[src/sic_pkg.sv]
// Shared constants, types and register map of the stepper indexer block
package sic_pkg;
  // Clock and overcurrent dwell time
  localparam int CLK_PERIOD_NS = 10;
  localparam int OC_TIME_NS = 3000;
  localparam int OC_CYCLES_CALC =
    (OC_TIME_NS + CLK_PERIOD_NS - 1) / CLK_PERIOD_NS;
  localparam int OC_CYCLES_MIN1 = (OC_CYCLES_CALC < 1) ? 1 : OC_CYCLES_CALC;

  // Microstep table geometry
  localparam int PTR_W = 7;
  localparam logic [PTR_W-1:0] HOME_PTR = 7'h10;
  localparam logic [PTR_W-1:0] FULL_STRIDE = 7'h20;
  localparam logic [2:0] MODE_FINEST = 3'h5;
  localparam int FET_N = 8;

  // Register map, byte addresses
  localparam logic [31:0] ADDR_STATUS = 32'h0000_0000;
  localparam logic [31:0] ADDR_INT_STATUS = 32'h0000_0004;
  localparam logic [31:0] ADDR_INT_ENABLE = 32'h0000_0008;
  localparam logic [31:0] ADDR_INT_CLEAR = 32'h0000_000c;
  localparam logic [1:0] RESP_OKAY = 2'h0;
  localparam logic [1:0] RESP_SLVERR = 2'h2;
  localparam int IRQ_W = 4;

  // Resolution select
  typedef enum logic [2:0] {
    SIC_FULL = 3'h0,
    SIC_HALF = 3'h1,
    SIC_QUARTER = 3'h2,
    SIC_EIGHTH = 3'h3,
    SIC_SIXTEENTH = 3'h4,
    SIC_THIRTYSECOND = 3'h5
  } sic_mode_e;

  // Controller pins
  typedef struct packed {
    logic step_in;
    logic dir_in;
    logic [2:0] mode;
    logic chip_clear_low;
    logic output_enable_low;
    logic sleep_request_low;
  } sic_pins_s;

  // Power stage controls
  typedef struct packed {
    logic [1:0] bridge_en;
    logic outputs_hiz;
    logic charge_pump_on;
    logic aux_regulator_on;
  } sic_drive_s;

  // Interrupt event bits
  typedef struct packed {
    logic step_done;
    logic supply_low;
    logic thermal;
    logic overcurrent;
  } sic_irq_s;

  // Status word layout
  typedef struct packed {
    logic [11:0] rsvd_hi;
    logic bridges_on;
    logic supply_low;
    logic thermal;
    logic overcurrent;
    logic [4:0] rsvd_mid;
    logic [2:0] mode;
    logic rsvd_lo;
    logic [PTR_W-1:0] ptr;
  } sic_status_s;

  typedef logic signed [7:0] sic_pct_t;
endpackage

[src/sic_input_sync.sv]
// Two-stage synchroniser with rising edge detect on bit zero
`timescale 1ns/10ps
module sic_input_sync #(
  parameter int W = 5
) (
  input wire logic aclk,
  input wire logic aresetn,
  input wire logic [W-1:0] din,
  output logic [W-1:0] dout,
  output logic rise
);
  logic [W-1:0] meta_reg; // First stage, read only by second
  logic [W-1:0] sync_reg; // Second stage
  logic prev_reg; // Delayed bit zero for edge detect

  // Stages only; the edge is taken from settled data
  always_ff @(posedge aclk) begin
    if (!aresetn) begin
      meta_reg <= '0;
      sync_reg <= '0;
      prev_reg <= 1'b0;
    end else begin
      meta_reg <= din;
      sync_reg <= meta_reg;
      prev_reg <= sync_reg[0];
    end
  end

  assign dout = sync_reg;
  assign rise = sync_reg[0] & ~prev_reg;
endmodule

[src/sic_current_table.sv]
// Winding current lookup for the 128-entry microstep table
`timescale 1ns/10ps
module sic_current_table (
  input wire logic [6:0] ptr,
  output sic_pkg::sic_pct_t coil_a,
  output sic_pkg::sic_pct_t coil_b
);
  import sic_pkg::*;

  // Quarter sine in percent, entry 32 first
  localparam logic [8*33-1:0] QTAB = {
    8'h64, 8'h64, 8'h64, 8'h63, 8'h62, 8'h61, 8'h60, 8'h5e, 8'h5c,
    8'h5a, 8'h58, 8'h56, 8'h53, 8'h50, 8'h4d, 8'h4a, 8'h47, 8'h43,
    8'h3f, 8'h3c, 8'h38, 8'h33, 8'h2f, 8'h2b, 8'h26, 8'h22, 8'h1d,
    8'h18, 8'h14, 8'h0f, 8'h0a, 8'h05, 8'h00};

  // Signed sine of a pointer, one count per 2.8125 degrees
  function automatic sic_pct_t sine_pct(input logic [6:0] p);
    logic [5:0] idx;
    logic [7:0] mag;
    idx = p[5] ? (6'h20 - {1'b0, p[4:0]}) : {1'b0, p[4:0]};
    mag = QTAB[idx*8 +: 8];
    sine_pct = p[6] ? sic_pct_t'(-mag) : sic_pct_t'(mag);
  endfunction

  // Winding A leads winding B by a quarter turn
  assign coil_a = sine_pct(ptr + FULL_STRIDE);
  assign coil_b = sine_pct(ptr);
endmodule

[src/sic_indexer.sv]
// Stepper indexer: step/dir control, protection latches, AXI4-Lite regs
// How it works
// [RQ1] Chip clear resets logic, pointer goes home
// [RQ2] Chip clear disables bridges, ignores steps
// [RQ3] Enable low: bridges on, steps recognised
// [RQ4] Enable high: bridges off, high impedance, steps ignored
// [RQ5] Sleep: everything off, all inputs ignored; here thermal_cutoff still pulls fault_flag_low and lockout still resets
// [RQ6] Controller waits about 1 ms after sleep
// [RQ7] Controller holds sleep and clear high
// [RQ8] Persistent current limit trips shutdown and fault
// [RQ9] Overcurrent latch held until clear or supply loss
// [RQ10] Any high or low side FET trips
// [RQ11] Thermal disables bridges, fault, self-recovers
// [RQ12] Supply lockout resets logic, resumes afterwards
// [RQ13] Each recognised step moves exactly one state
// [RQ14] Direction level picks forward or backward
// [RQ15] Three mode bits pick full to 1/32
// [RQ16] Index 113 gives A +71%, B -71%
// [RQ17] Index 97 gives A 0%, B -100%
// [RQ18] Step and direction synchronised, edge detected
// [RQ19] Coarser modes stride 2..32 with wraparound
//
// Added by the designer: the register addresses and the AXI4-Lite register port.
`timescale 1ns/10ps
module sic_indexer #(
  parameter int OC_CYCLES = sic_pkg::OC_CYCLES_MIN1
) (
  input wire logic aclk,
  input wire logic aresetn,
  input sic_pkg::sic_pins_s pins,
  input wire logic [sic_pkg::FET_N-1:0] fet_current_limit,
  input wire logic thermal_cutoff,
  input wire logic supply_low_lockout,
  output sic_pkg::sic_drive_s drive,
  output sic_pkg::sic_pct_t coil_a,
  output sic_pkg::sic_pct_t coil_b,
  output logic fault_flag_low,
  output logic irq,
  input wire logic [31:0] s_axi_awaddr,
  input wire logic s_axi_awvalid,
  output logic s_axi_awready,
  input wire logic [31:0] s_axi_wdata,
  input wire logic [3:0] s_axi_wstrb,
  input wire logic s_axi_wvalid,
  output logic s_axi_wready,
  output logic [1:0] s_axi_bresp,
  output logic s_axi_bvalid,
  input wire logic s_axi_bready,
  input wire logic [31:0] s_axi_araddr,
  input wire logic s_axi_arvalid,
  output logic s_axi_arready,
  output logic [31:0] s_axi_rdata,
  output logic [1:0] s_axi_rresp,
  output logic s_axi_rvalid,
  input wire logic s_axi_rready
);
  import sic_pkg::*;

  localparam int CNT_W = $clog2(OC_CYCLES + 1);
  localparam logic [CNT_W-1:0] OC_LAST = CNT_W'(OC_CYCLES - 1);

  // Stride for the selected resolution; reserved codes act as 1/32
  function automatic logic [PTR_W-1:0] stride(input logic [2:0] m);
    logic [2:0] lim;
    lim = (m > MODE_FINEST) ? MODE_FINEST : m;
    stride = FULL_STRIDE >> lim; // see [RQ15] [RQ19]
  endfunction

  // Pointer after one step; the 7-bit sum wraps at either end
  function automatic logic [PTR_W-1:0] step_ptr(
    input logic [PTR_W-1:0] p, input logic d, input logic [2:0] m);
    step_ptr = d ? (p + stride(m)) : (p - stride(m));
  endfunction

  // Word match of a full byte address
  function automatic logic hit(input logic [31:0] a, input logic [31:0] t);
    hit = ({a[31:2], 2'h0} == t);
  endfunction

  // Synchronised step, direction and mode
  logic [4:0] sync_q; // Settled {mode, dir, step}
  logic step_rise; // One-cycle pulse per step edge
  logic dir_s; // Settled direction
  logic [2:0] mode_s; // Settled resolution

  sic_input_sync #(.W(5)) u_sync (
    .aclk(aclk),
    .aresetn(aresetn),
    .din({pins.mode, pins.dir_in, pins.step_in}),
    .dout(sync_q),
    .rise(step_rise)
  );
  assign dir_s = sync_q[1];
  assign mode_s = sync_q[4:2];

  // Table lookup of the present pointer
  logic [PTR_W-1:0] ptr_reg, ptr_next; // Microstep table position
  sic_pct_t tab_a; // Winding A command
  sic_pct_t tab_b; // Winding B command

  sic_current_table u_table (
    .ptr(ptr_reg),
    .coil_a(tab_a),
    .coil_b(tab_b)
  );

  // Motion and protection state
  logic [CNT_W-1:0] oc_cnt_reg, oc_cnt_next; // Limit dwell counter
  logic oc_trip_reg, oc_trip_next; // Latched overcurrent shutdown
  logic thermal_reg, thermal_next; // Previous thermal level
  logic uv_reg, uv_next; // Previous lockout level
  sic_drive_s drive_reg, drive_next;
  sic_pct_t coil_a_reg, coil_a_next;
  sic_pct_t coil_b_reg, coil_b_next;
  logic fault_low_reg, fault_low_next;
  logic bridges_on; // Both bridges may conduct
  logic step_ok; // A step is accepted this cycle
  logic awake; // Clocks run, inputs honoured
  sic_irq_s events; // One-cycle event pulses

  // Next state of motion and protection
  always_comb begin
    ptr_next = ptr_reg;
    oc_cnt_next = oc_cnt_reg;
    oc_trip_next = oc_trip_reg;
    step_ok = 1'b0;
    awake = pins.sleep_request_low & ~supply_low_lockout;
    if (supply_low_lockout) begin
      // Lockout wipes logic like a power cycle
      ptr_next = HOME_PTR; // see [RQ12]
      oc_cnt_next = '0;
      oc_trip_next = 1'b0; // see [RQ9]
    end else if (!pins.sleep_request_low) begin
      // Clocks notionally stopped: freeze everything
      ptr_next = ptr_reg; // see [RQ5]
    end else if (!pins.chip_clear_low) begin
      // Clear: home pointer, drop latch, no stepping
      ptr_next = HOME_PTR; // see [RQ1] [RQ2]
      oc_cnt_next = '0;
      oc_trip_next = 1'b0; // see [RQ9]
    end else begin
      // Any single FET limit counts, high or low side
      if (|fet_current_limit && !oc_trip_reg) begin // see [RQ10]
        if (oc_cnt_reg == OC_LAST) begin
          oc_trip_next = 1'b1; // see [RQ8]
        end else begin
          oc_cnt_next = oc_cnt_reg + 1'b1;
        end
      end else begin
        oc_cnt_next = '0;
      end
      // Steps count only while outputs enabled
      if (step_rise && !pins.output_enable_low) begin // see [RQ3] [RQ18]
        step_ok = 1'b1;
        ptr_next = step_ptr(ptr_reg, dir_s, mode_s); // see [RQ13] [RQ14]
      end
    end
    bridges_on = awake & pins.chip_clear_low & ~pins.output_enable_low &
                 ~oc_trip_next & ~thermal_cutoff; // see [RQ4] [RQ11]
    drive_next.bridge_en = {2{bridges_on}};
    drive_next.outputs_hiz = ~bridges_on;
    drive_next.charge_pump_on = awake; // see [RQ5]
    drive_next.aux_regulator_on = awake;
    fault_low_next = ~(oc_trip_next | thermal_cutoff); // see [RQ8] [RQ11]
    coil_a_next = tab_a; // see [RQ16] [RQ17]
    coil_b_next = tab_b;
    thermal_next = thermal_cutoff;
    uv_next = supply_low_lockout;
    events.overcurrent = oc_trip_next & ~oc_trip_reg;
    events.thermal = thermal_cutoff & ~thermal_reg;
    events.supply_low = supply_low_lockout & ~uv_reg;
    events.step_done = step_ok;
  end

  // Registers of motion and protection
  always_ff @(posedge aclk) begin
    if (!aresetn) begin
      ptr_reg <= HOME_PTR;
      oc_cnt_reg <= '0;
      oc_trip_reg <= 1'b0;
      thermal_reg <= 1'b0;
      uv_reg <= 1'b0;
      drive_reg <= '0;
      coil_a_reg <= '0;
      coil_b_reg <= '0;
      fault_low_reg <= 1'b1;
    end else begin
      ptr_reg <= ptr_next;
      oc_cnt_reg <= oc_cnt_next;
      oc_trip_reg <= oc_trip_next;
      thermal_reg <= thermal_next;
      uv_reg <= uv_next;
      drive_reg <= drive_next;
      coil_a_reg <= coil_a_next;
      coil_b_reg <= coil_b_next;
      fault_low_reg <= fault_low_next;
    end
  end

  assign drive = drive_reg;
  assign coil_a = coil_a_reg;
  assign coil_b = coil_b_reg;
  assign fault_flag_low = fault_low_reg;

  // Bus slave and interrupt state
  logic aw_held_reg, aw_held_next; // Write address captured
  logic [31:0] aw_addr_reg, aw_addr_next;
  logic w_held_reg, w_held_next; // Write data captured
  logic [31:0] w_data_reg, w_data_next;
  logic [3:0] w_strb_reg, w_strb_next;
  logic awready_reg, awready_next;
  logic wready_reg, wready_next;
  logic bvalid_reg, bvalid_next;
  logic [1:0] bresp_reg, bresp_next;
  logic arready_reg, arready_next;
  logic rvalid_reg, rvalid_next;
  logic [31:0] rdata_reg, rdata_next;
  logic [1:0] rresp_reg, rresp_next;
  sic_irq_s int_st_reg, int_st_next; // Sticky events
  sic_irq_s int_en_reg, int_en_next; // Interrupt mask
  logic irq_reg, irq_next;
  sic_irq_s clr_mask; // Bits cleared by software this cycle
  sic_status_s stat; // Live status word
  logic do_write; // Both halves present, response slot free

  // Next state of bus slave and interrupts
  always_comb begin
    aw_held_next = aw_held_reg;
    aw_addr_next = aw_addr_reg;
    w_held_next = w_held_reg;
    w_data_next = w_data_reg;
    w_strb_next = w_strb_reg;
    bvalid_next = bvalid_reg;
    bresp_next = bresp_reg;
    rvalid_next = rvalid_reg;
    rdata_next = rdata_reg;
    rresp_next = rresp_reg;
    int_en_next = int_en_reg;
    clr_mask = '0;
    stat = '0;
    stat.bridges_on = drive_reg.bridge_en[0];
    stat.supply_low = supply_low_lockout;
    stat.thermal = thermal_cutoff;
    stat.overcurrent = oc_trip_reg;
    stat.mode = mode_s;
    stat.ptr = ptr_reg;
    // Address and data are taken in either order
    if (s_axi_awvalid && awready_reg) begin
      aw_held_next = 1'b1;
      aw_addr_next = s_axi_awaddr;
    end
    if (s_axi_wvalid && wready_reg) begin
      w_held_next = 1'b1;
      w_data_next = s_axi_wdata;
      w_strb_next = s_axi_wstrb;
    end
    if (s_axi_bvalid && s_axi_bready) begin
      bvalid_next = 1'b0;
    end
    // Write commits only once the old response is gone
    do_write = aw_held_reg & w_held_reg & ~bvalid_reg;
    if (do_write) begin
      aw_held_next = 1'b0;
      w_held_next = 1'b0;
      bvalid_next = 1'b1;
      bresp_next = RESP_OKAY;
      if (hit(aw_addr_reg, ADDR_INT_ENABLE)) begin
        if (w_strb_reg[0]) begin
          int_en_next = w_data_reg[IRQ_W-1:0];
        end
      end else if (hit(aw_addr_reg, ADDR_INT_CLEAR)) begin
        if (w_strb_reg[0]) begin
          clr_mask = w_data_reg[IRQ_W-1:0];
        end
      end else if (!hit(aw_addr_reg, ADDR_STATUS) &&
                   !hit(aw_addr_reg, ADDR_INT_STATUS)) begin
        // Read-only words ignore writes; holes answer an error
        bresp_next = RESP_SLVERR;
      end
    end
    awready_next = ~aw_held_next;
    wready_next = ~w_held_next;
    // Read path, one outstanding
    if (s_axi_rvalid && s_axi_rready) begin
      rvalid_next = 1'b0;
    end
    if (s_axi_arvalid && arready_reg) begin
      rvalid_next = 1'b1;
      rresp_next = RESP_OKAY;
      if (hit(s_axi_araddr, ADDR_STATUS)) begin
        rdata_next = stat;
      end else if (hit(s_axi_araddr, ADDR_INT_STATUS)) begin
        rdata_next = {{(32-IRQ_W){1'b0}}, int_st_reg};
      end else if (hit(s_axi_araddr, ADDR_INT_ENABLE)) begin
        rdata_next = {{(32-IRQ_W){1'b0}}, int_en_reg};
      end else if (hit(s_axi_araddr, ADDR_INT_CLEAR)) begin
        rdata_next = '0; // Clear word reads as zero
      end else begin
        rdata_next = '0;
        rresp_next = RESP_SLVERR;
      end
    end
    arready_next = ~rvalid_next;
    // A new event beats a clear in the same cycle
    int_st_next = (int_st_reg & ~clr_mask) | events;
    irq_next = |(int_st_next & int_en_next);
  end

  // Registers of bus slave and interrupts
  always_ff @(posedge aclk) begin
    if (!aresetn) begin
      aw_held_reg <= 1'b0;
      aw_addr_reg <= '0;
      w_held_reg <= 1'b0;
      w_data_reg <= '0;
      w_strb_reg <= '0;
      awready_reg <= 1'b1;
      wready_reg <= 1'b1;
      bvalid_reg <= 1'b0;
      bresp_reg <= RESP_OKAY;
      arready_reg <= 1'b1;
      rvalid_reg <= 1'b0;
      rdata_reg <= '0;
      rresp_reg <= RESP_OKAY;
      int_st_reg <= '0;
      int_en_reg <= '0;
      irq_reg <= 1'b0;
    end else begin
      aw_held_reg <= aw_held_next;
      aw_addr_reg <= aw_addr_next;
      w_held_reg <= w_held_next;
      w_data_reg <= w_data_next;
      w_strb_reg <= w_strb_next;
      awready_reg <= awready_next;
      wready_reg <= wready_next;
      bvalid_reg <= bvalid_next;
      bresp_reg <= bresp_next;
      arready_reg <= arready_next;
      rvalid_reg <= rvalid_next;
      rdata_reg <= rdata_next;
      rresp_reg <= rresp_next;
      int_st_reg <= int_st_next;
      int_en_reg <= int_en_next;
      irq_reg <= irq_next;
    end
  end

  assign s_axi_awready = awready_reg;
  assign s_axi_wready = wready_reg;
  assign s_axi_bvalid = bvalid_reg;
  assign s_axi_bresp = bresp_reg;
  assign s_axi_arready = arready_reg;
  assign s_axi_rvalid = rvalid_reg;
  assign s_axi_rdata = rdata_reg;
  assign s_axi_rresp = rresp_reg;
  assign irq = irq_reg;
endmodule

[config.mk]
export PLATFORM = sky130hd
export DESIGN_NAME = sic_indexer
export DESIGN_NICKNAME = d
export VERILOG_FILES = /design/src/sic_pkg.sv /design/src/sic_input_sync.sv /design/src/sic_current_table.sv /design/src/sic_indexer.sv
export SDC_FILE = /design/constraint.sdc
export NUM_CORES = 1
export LEC_CHECK = 0
export BUFFER_PORTS_ARGS = -buffer_cell sky130_fd_sc_hd__buf_2
export CORE_ASPECT_RATIO = 1.75
export CORE_UTILIZATION = 45
export CTS_CLUSTER_DIAMETER = 50
export CTS_CLUSTER_SIZE = 10
export DETAILED_ROUTE_END_ITERATION = 6
export PLACE_DENSITY = 0.66
export SYNTH_ARGS = -nofsm -noshare
export SYNTH_HDL_FRONTEND = slang
export SYNTH_HIERARCHICAL = 1
export SYNTH_SLANG_ARGS = --single-unit
[constraint.sdc]
create_clock -name aclk -period 9.49 [get_ports aclk]
set_input_delay 1.4235 -clock aclk [delete_from_list [all_inputs] [get_ports aclk]]
set_output_delay 1.4235 -clock aclk [all_outputs]
set_load 0.005 [all_outputs]
==> Word level (Yosys, flattened, before mapping) <==
Index checks and enable logic that the tools add are counted.
{ "classes": {"addsub": 8, "n_mul": 0, "n_div": 0, "n_lt_le_gt_ge": 1, "eq_ne": 9, "shifts": 3, "n_mux": 45, "bitwise": 31, "n_reduce_logical": 20} }
{ "ops": {"columns": ["op", "count"], "rows": [
  ["$shiftx 264x10->8 const A", 2],
  ["$eq 30x2->1 const B", 4],
  ["$eq 30x1->1 const B", 2],
  ["$logic_not 30->1", 2],
  ["$mux 4", 9],
  ["$mux 9", 3],
  ["$mux 7", 3],
  ["$mux 20", 1],
  ["$mux 1", 17],
  ["$mux 8", 2],
  ["$neg 8->8", 2],
  ["$not 1->1", 15],
  ["$mux 2", 7],
  ["$mux 6", 2],
  ["$sub 6x5->6 const A", 2],
  ["$and 1x1->1", 11],
  ["$add 9x1->9 const B", 1],
  ["$eq 9x9->1 const B", 1],
  ["$and 4x4->4", 2],
  ["$logic_and 1x1->1", 8],
  ["$reduce_or 8->1", 1],
  ["$add 7x6->7 const B", 1],
  ["$add 7x7->7", 1],
  ["$shr 6x3->7 const A", 1],
  ["13 further kinds", 17]
]} }
{ "word_totals": {"reg_bits": 139, "latchBits": 0, "ram_bits": 0, "mem_bits_ro": 0, "n_memories": 0} }

==> Depth between registers and ports, before layout <==
{ "logic_depth": {"depth_word": 10, "ltp_mapped": 18} }

==> By module <==
The synthesis kept the hierarchy.
{ "by_module_without_submodules": {"columns": ["mod", "n_inst", "cells_per_inst", "area_each_um2", "seq_area_each_um2"], "rows": [
  ["sic_indexer", 1, 530, 4499.3, 2122.0],
  ["sic_current_table", 1, 291, 2047.0, 0.0],
  ["sic_input_sync", 1, 24, 306.5, 220.2]
]} }

==> Worst setup path after synthesis <==
No wires, ideal clock.
{ "synth_timing": {"path_type": "register to register", "startpoint": "register ptr_reg[0]", "endpoint": "register coil_b_reg[6], in the netlist coil_b[6]", "setup_ns": 0.115, "arrival_ns": 3.762, "t_required_ns": 9.375, "setup_slack_ns": 5.613, "path_stages_with_launch": 18, "path_buffers": 2, "period_less_slack_ns": 3.877, "cell_sequence": "dfxtp_1 inv_1 ha_1 clkbuf_1 nand2_1 a21boi_0 inv_1 ha_1 clkbuf_1 mux2i_1 o22ai_1 a211oi_1 a211oi_1 o21ai_0 ha_1 a41oi_1 xnor2_1 and2_1"} }
{ "synth_via": {"elab_chain_cells": 5} }
{ "synth_lines": {"columns": ["item", "line_no", "text"], "rows": [
  ["from (decl)", "sic_indexer.sv:97", "logic [PTR_W-1:0] ptr_reg, ptr_next;"],
  ["from (signal assigned)", "sic_indexer.sv:188", "ptr_reg <= ptr_next;"],
  ["$sub 6x5->6", "sic_current_table.sv:21", "idx = p[5] ? (6'h20 - {1'b0, p[4:0]}) : {1'b0, p[4:0]};"],
  ["$mux 6 (*)", "sic_current_table.sv:21", null],
  ["$shiftx 264x10->8 (*)", "sic_current_table.sv:22", "mag = QTAB[idx*8 +: 8];"],
  ["$neg 8->8", "sic_current_table.sv:23", "sine_pct = p[6] ? sic_pct_t'(-mag) : sic_pct_t'(mag);"],
  ["$mux 8 (*)", "sic_current_table.sv:23", null],
  ["named net coil_b_next[6]", "sic_indexer.sv:114", "sic_pct_t coil_b_reg, coil_b_next;"],
  ["to (signal assigned)", "sic_indexer.sv:195", "coil_b_reg <= coil_b_next;"],
  ["to (decl)", "sic_indexer.sv:114", null]
]} }
The timed path passes the listed nets; every way through them passes the cells marked *.
A chain may end at the register's enable or synchronous reset.

==> Worst setup path in the final report <==
{ "layout_timing": {"startpoint": "register ptr_reg[1]", "endpoint": "register coil_a_reg[4], in the netlist coil_a[4]"} }
{ "layout_via": {"elab_chain_cells": 6} }
{ "layout_lines": {"columns": ["item", "line_no", "text"], "rows": [
  ["$add 7x6->7 (*)", "sic_current_table.sv:27", "assign coil_a = sine_pct(ptr + FULL_STRIDE);"],
  ["$sub 6x5->6", "sic_current_table.sv:21", null],
  ["$mux 6", "sic_current_table.sv:21", null],
  ["$shiftx 264x10->8", "sic_current_table.sv:22", null],
  ["$neg 8->8", "sic_current_table.sv:23", null],
  ["$mux 8 (*)", "sic_current_table.sv:23", null],
  ["named net coil_a_next[4]", "sic_indexer.sv:113", "sic_pct_t coil_a_reg, coil_a_next;"],
  ["to (signal assigned)", "sic_indexer.sv:194", "coil_a_reg <= coil_a_next;"],
  ["to (decl)", "sic_indexer.sv:113", null]
]} }
Marked as above.

==> flow_summary.yaml <==
cells_and_area:
  fillers: 1463
  largest_register_ff_count: 30
  fin_nets: 1106
  drive_gt1_frac: 0.209
  multi_input_area_um2: 4070
  final_cells: 1148
  seq_area_um2: 2340
  fin_util: 0.543
  area_delta_synth_final_pct: 17.6
  antenna_cells: 0
worst_setup_path:
  cp-start-kind: "flop"
  endpoint: "coil_a[4]$_SDFF_PN0_"
  crit_required_ns: 9.79
  slowest_stage: "a211oi_2"
  regToRegSetupSlack_ns: 5.04
  cp_cell_sequence: "inv_1 -> ha_1 -> or3b_1 -> a211oi_2 -> xnor2_1 -> a21oi_1 -> a32oi_1 -> and2_1 -> inv_1 -> ha_1 -> o31ai_1 -> o21ai_0 -> xnor2_1 -> and2_1"
  critPathCaptureType: "flop"
  cp-startpoint: "ptr_reg[1]$_SDFFE_PP0P_"
  r2r-start: "ptr_reg[1]$_SDFFE_PP0P_"
  critPathMaxFanout: 22
  r2r_cells: 14
  crit_type: "reg -> reg"
  slowest_delay_ns: 0.76
  r2r_end: "coil_a[4]$_SDFF_PN0_"
  arrival_ns: 4.75
routing:
  drc: 0
  drt_iter0_markers: 225
  vias_per_cell: 5.48
  postRouteAntennaNets: 0
  firstDrtPassIters: 7
  routed_wl_um: 16900
  vias: 6296
  routedWlPerCell_um: 14.7
placed_design:
  hpwl_um: 12300
  preCtsSetupSlack_ns: 5.09
  gp_congestion: 0.868
  place.port_buffers: 133
  dpl.cell_count: 1116
sta:
  setup_violations: 0
  rsz0062_at_grt: "false"
  period_share: 0.469
  finalWorstPathRequiredPeriod_ns: 4.45
  hold_viol_final: 0
  setup_ws_ns: 5.04
  fin_worst_skew_ns: 0.00828
  slew_headroom: 0.302
  tns_ns: 0
  slew_violations: 0
  worst_pin_slew_ns: 1.05
  fmax_mhz: 225
job:
  maxCapViolCount: 0
clocking:
  cts.clk_slew.worst_paths_ns: 0.06
  post_cts_resize_count: 0
  clk_latency_ns: 0.41
  cts-root-buf: "clkbuf_16"
  numClockSinks: 117
  htreeDepth: 4
  cts_tree: "yes"
  post-cts-setup-buffer-count: 0
  cts_made_buffers: 17
  hold_buffers: 0
  clockBufferDepth: 2
synthesis:
  synth-edff-count: 0
  ys_seq_area_frac: 0.342
  synth_area_leaders: "dfxtp_1 34%, nand2_1 6.6%, ha_1 5.1%, a21oi_1 4.7%, and2_1 3.7%"
  synthFlopType: "dfxtp_1"
  ys_seq_elements: 117
  synth_area_um2: 6850
  synth_cell_types: 92
  yosysTopAreaCell: "dfxtp_1"
  syn-instance-count: 845
  synth_top_area_frac: 0.342
  synth_warnings: 6
  avgSynthCellArea_um2: 8.11
  ys_async_sr_fraction: 0
global_routing:
  grt_pass1_vias: 5977
  antenna_found_initial: 0
  grt.overflow.total: 0
  grt_max_degree: 60
  grt_usage: 0.220
  grt_pass1_wl_um: 27300
floorplan:
  die_w_um: 95.3
  initial_core_util: 0.462
  dieHeight_um: 165
  ios: 189
  num_rows: 59
  dieArea_um2: 15700
  core_um2: 14800
power_and_ir_drop:
  powerDensity_nw_per_um2: 157
  leakagePower_uw: 0.00344
  vdd_ir_drop_max_mv: 0.128
status:
  status: "finished clean"
worst_hold_path:
  min_path_type: "reg -> reg"
cells in the mapped netlist (all sizes together), types with 4 or more instances:
library cell	instances
a211oi	9
a21boi	4
a21oi	66
a22oi	17
a311oi	4
a31oi	7
and2	40
and3	8
buf	43
clkbuf	25
dfxtp	117
ha	28
inv	31
mux2i	20
nand2	120
nand2b	9
nand3	21
nand4	7
nor2	61
nor2b	14
nor3	12
nor3b	5
nor4	17
o211ai	4
o21ai	43
o22ai	7
o31ai	4
or2	7
or3	8
or4	5
xnor2	17
xor2	6
where the power goes:
part,internal (uW),switching [uW]
Clock,395,257
Sequential,510,11.1
Combinational,39.7,51.3
Total,945,320
critical path, delay by kind of cell, from the launching register on:
kind,cells,cell delay (ns)
adders and majority gates,2,0.86
xor gates and xnor gates,2,0.38
DFF,1,0.54
and+or+nand+nor,3,0.82
AOI/OAI and AO/OA,5,1.53
buffers and inverters,2,0.21
routing by layer:
layer | vias to the layer above | GRT usage | wire [um]
li1 | 3168 | - | -
met1 | 2957 | 0.236 | 6660
met2 | 144 | 0.408 | 9260
met3 | 27 | 0.0380 | 573
met4 | 0 | 0.103 | 354
met5 | - | 0 | 0
kinds of logic (layout without fill, tap and decap cells):
logic type	count (synthesis)	after routing	share of synthesized area
flops	117	117	0.342
other cells	1	20	0.000547
buf+inv	100	201	0.0741
compound gates	206	206	0.201
mux	22	22	0.0341
fa+ha+maj	30	30	0.0557
xor+xnor	23	23	0.0316
simple gates	346	346	0.261
cell usage in the layout, fill, tap and decap left out, drive strengths merged, types with 6 or more instances in the layout:
cell	n
nand4	7
nor3	12
mux2i	20
o21ai	43
nand2b	9
xnor2	17
inv	38
nand2	120
or3	8
and3	8
nor2b	14
a22oi	17
o22ai	7
a21oi	66
nor2	61
ha	28
xor2	6
clkbuf	18
buf	137
a211oi	9
and2	40
conb	20
nand3	21
a31oi	7
dfxtp	117
nor4	17
or2	7
worst min-delay path by stage:
| stage | start | to | slack, ns | cells past startpoint |
|---|---|---|---|---|
| after floorplan | u_sync/meta_reg[0]$_SDFF_PN0_ | u_sync/dout[0]$_SDFF_PN0_ | 0.41 | 1 |
| after global placement | u_sync/meta_reg[4]$_SDFF_PN0_ | u_sync/dout[4]$_SDFF_PN0_ | 0.41 | 1 |
| after detailed placement | u_sync/meta_reg[1]$_SDFF_PN0_ | u_sync/dout[1]$_SDFF_PN0_ | 0.42 | 1 |
| after CTS | u_sync/meta_reg[2]$_SDFF_PN0_ | u_sync/dout[2]$_SDFF_PN0_ | 0.44 | 1 |
| after global routing | u_sync/meta_reg[2]$_SDFF_PN0_ | u_sync/dout[2]$_SDFF_PN0_ | 0.46 | 1 |
| final | u_sync/meta_reg[2]$_SDFF_PN0_ | u_sync/dout[2]$_SDFF_PN0_ | 0.43 | 1 |
stage by stage:
step           hold slack [ns]  instance area [um2]  power [uW]
3_3_place_gp             0.414                 7470         623
6_report                 0.434                 8060        1260
5_1_grt                  0.457                 8060        1320
2_1_floorplan            0.412                 6920         593
3_5_place_dp             0.421                 7470         624
4_1_cts                  0.439                 8060        1280
final cells by class:
cell class	instances	share of cell area
repair buffers	137	0.0863
multi-input cells	647	0.505
well taps	183	0.0284
inverters	32	0.0155
clock inverters	14	0.0206
flip-flops and latches	117	0.291
clock buffers	18	0.0532
Note: power is estimated with default switching activity, not from simulation.
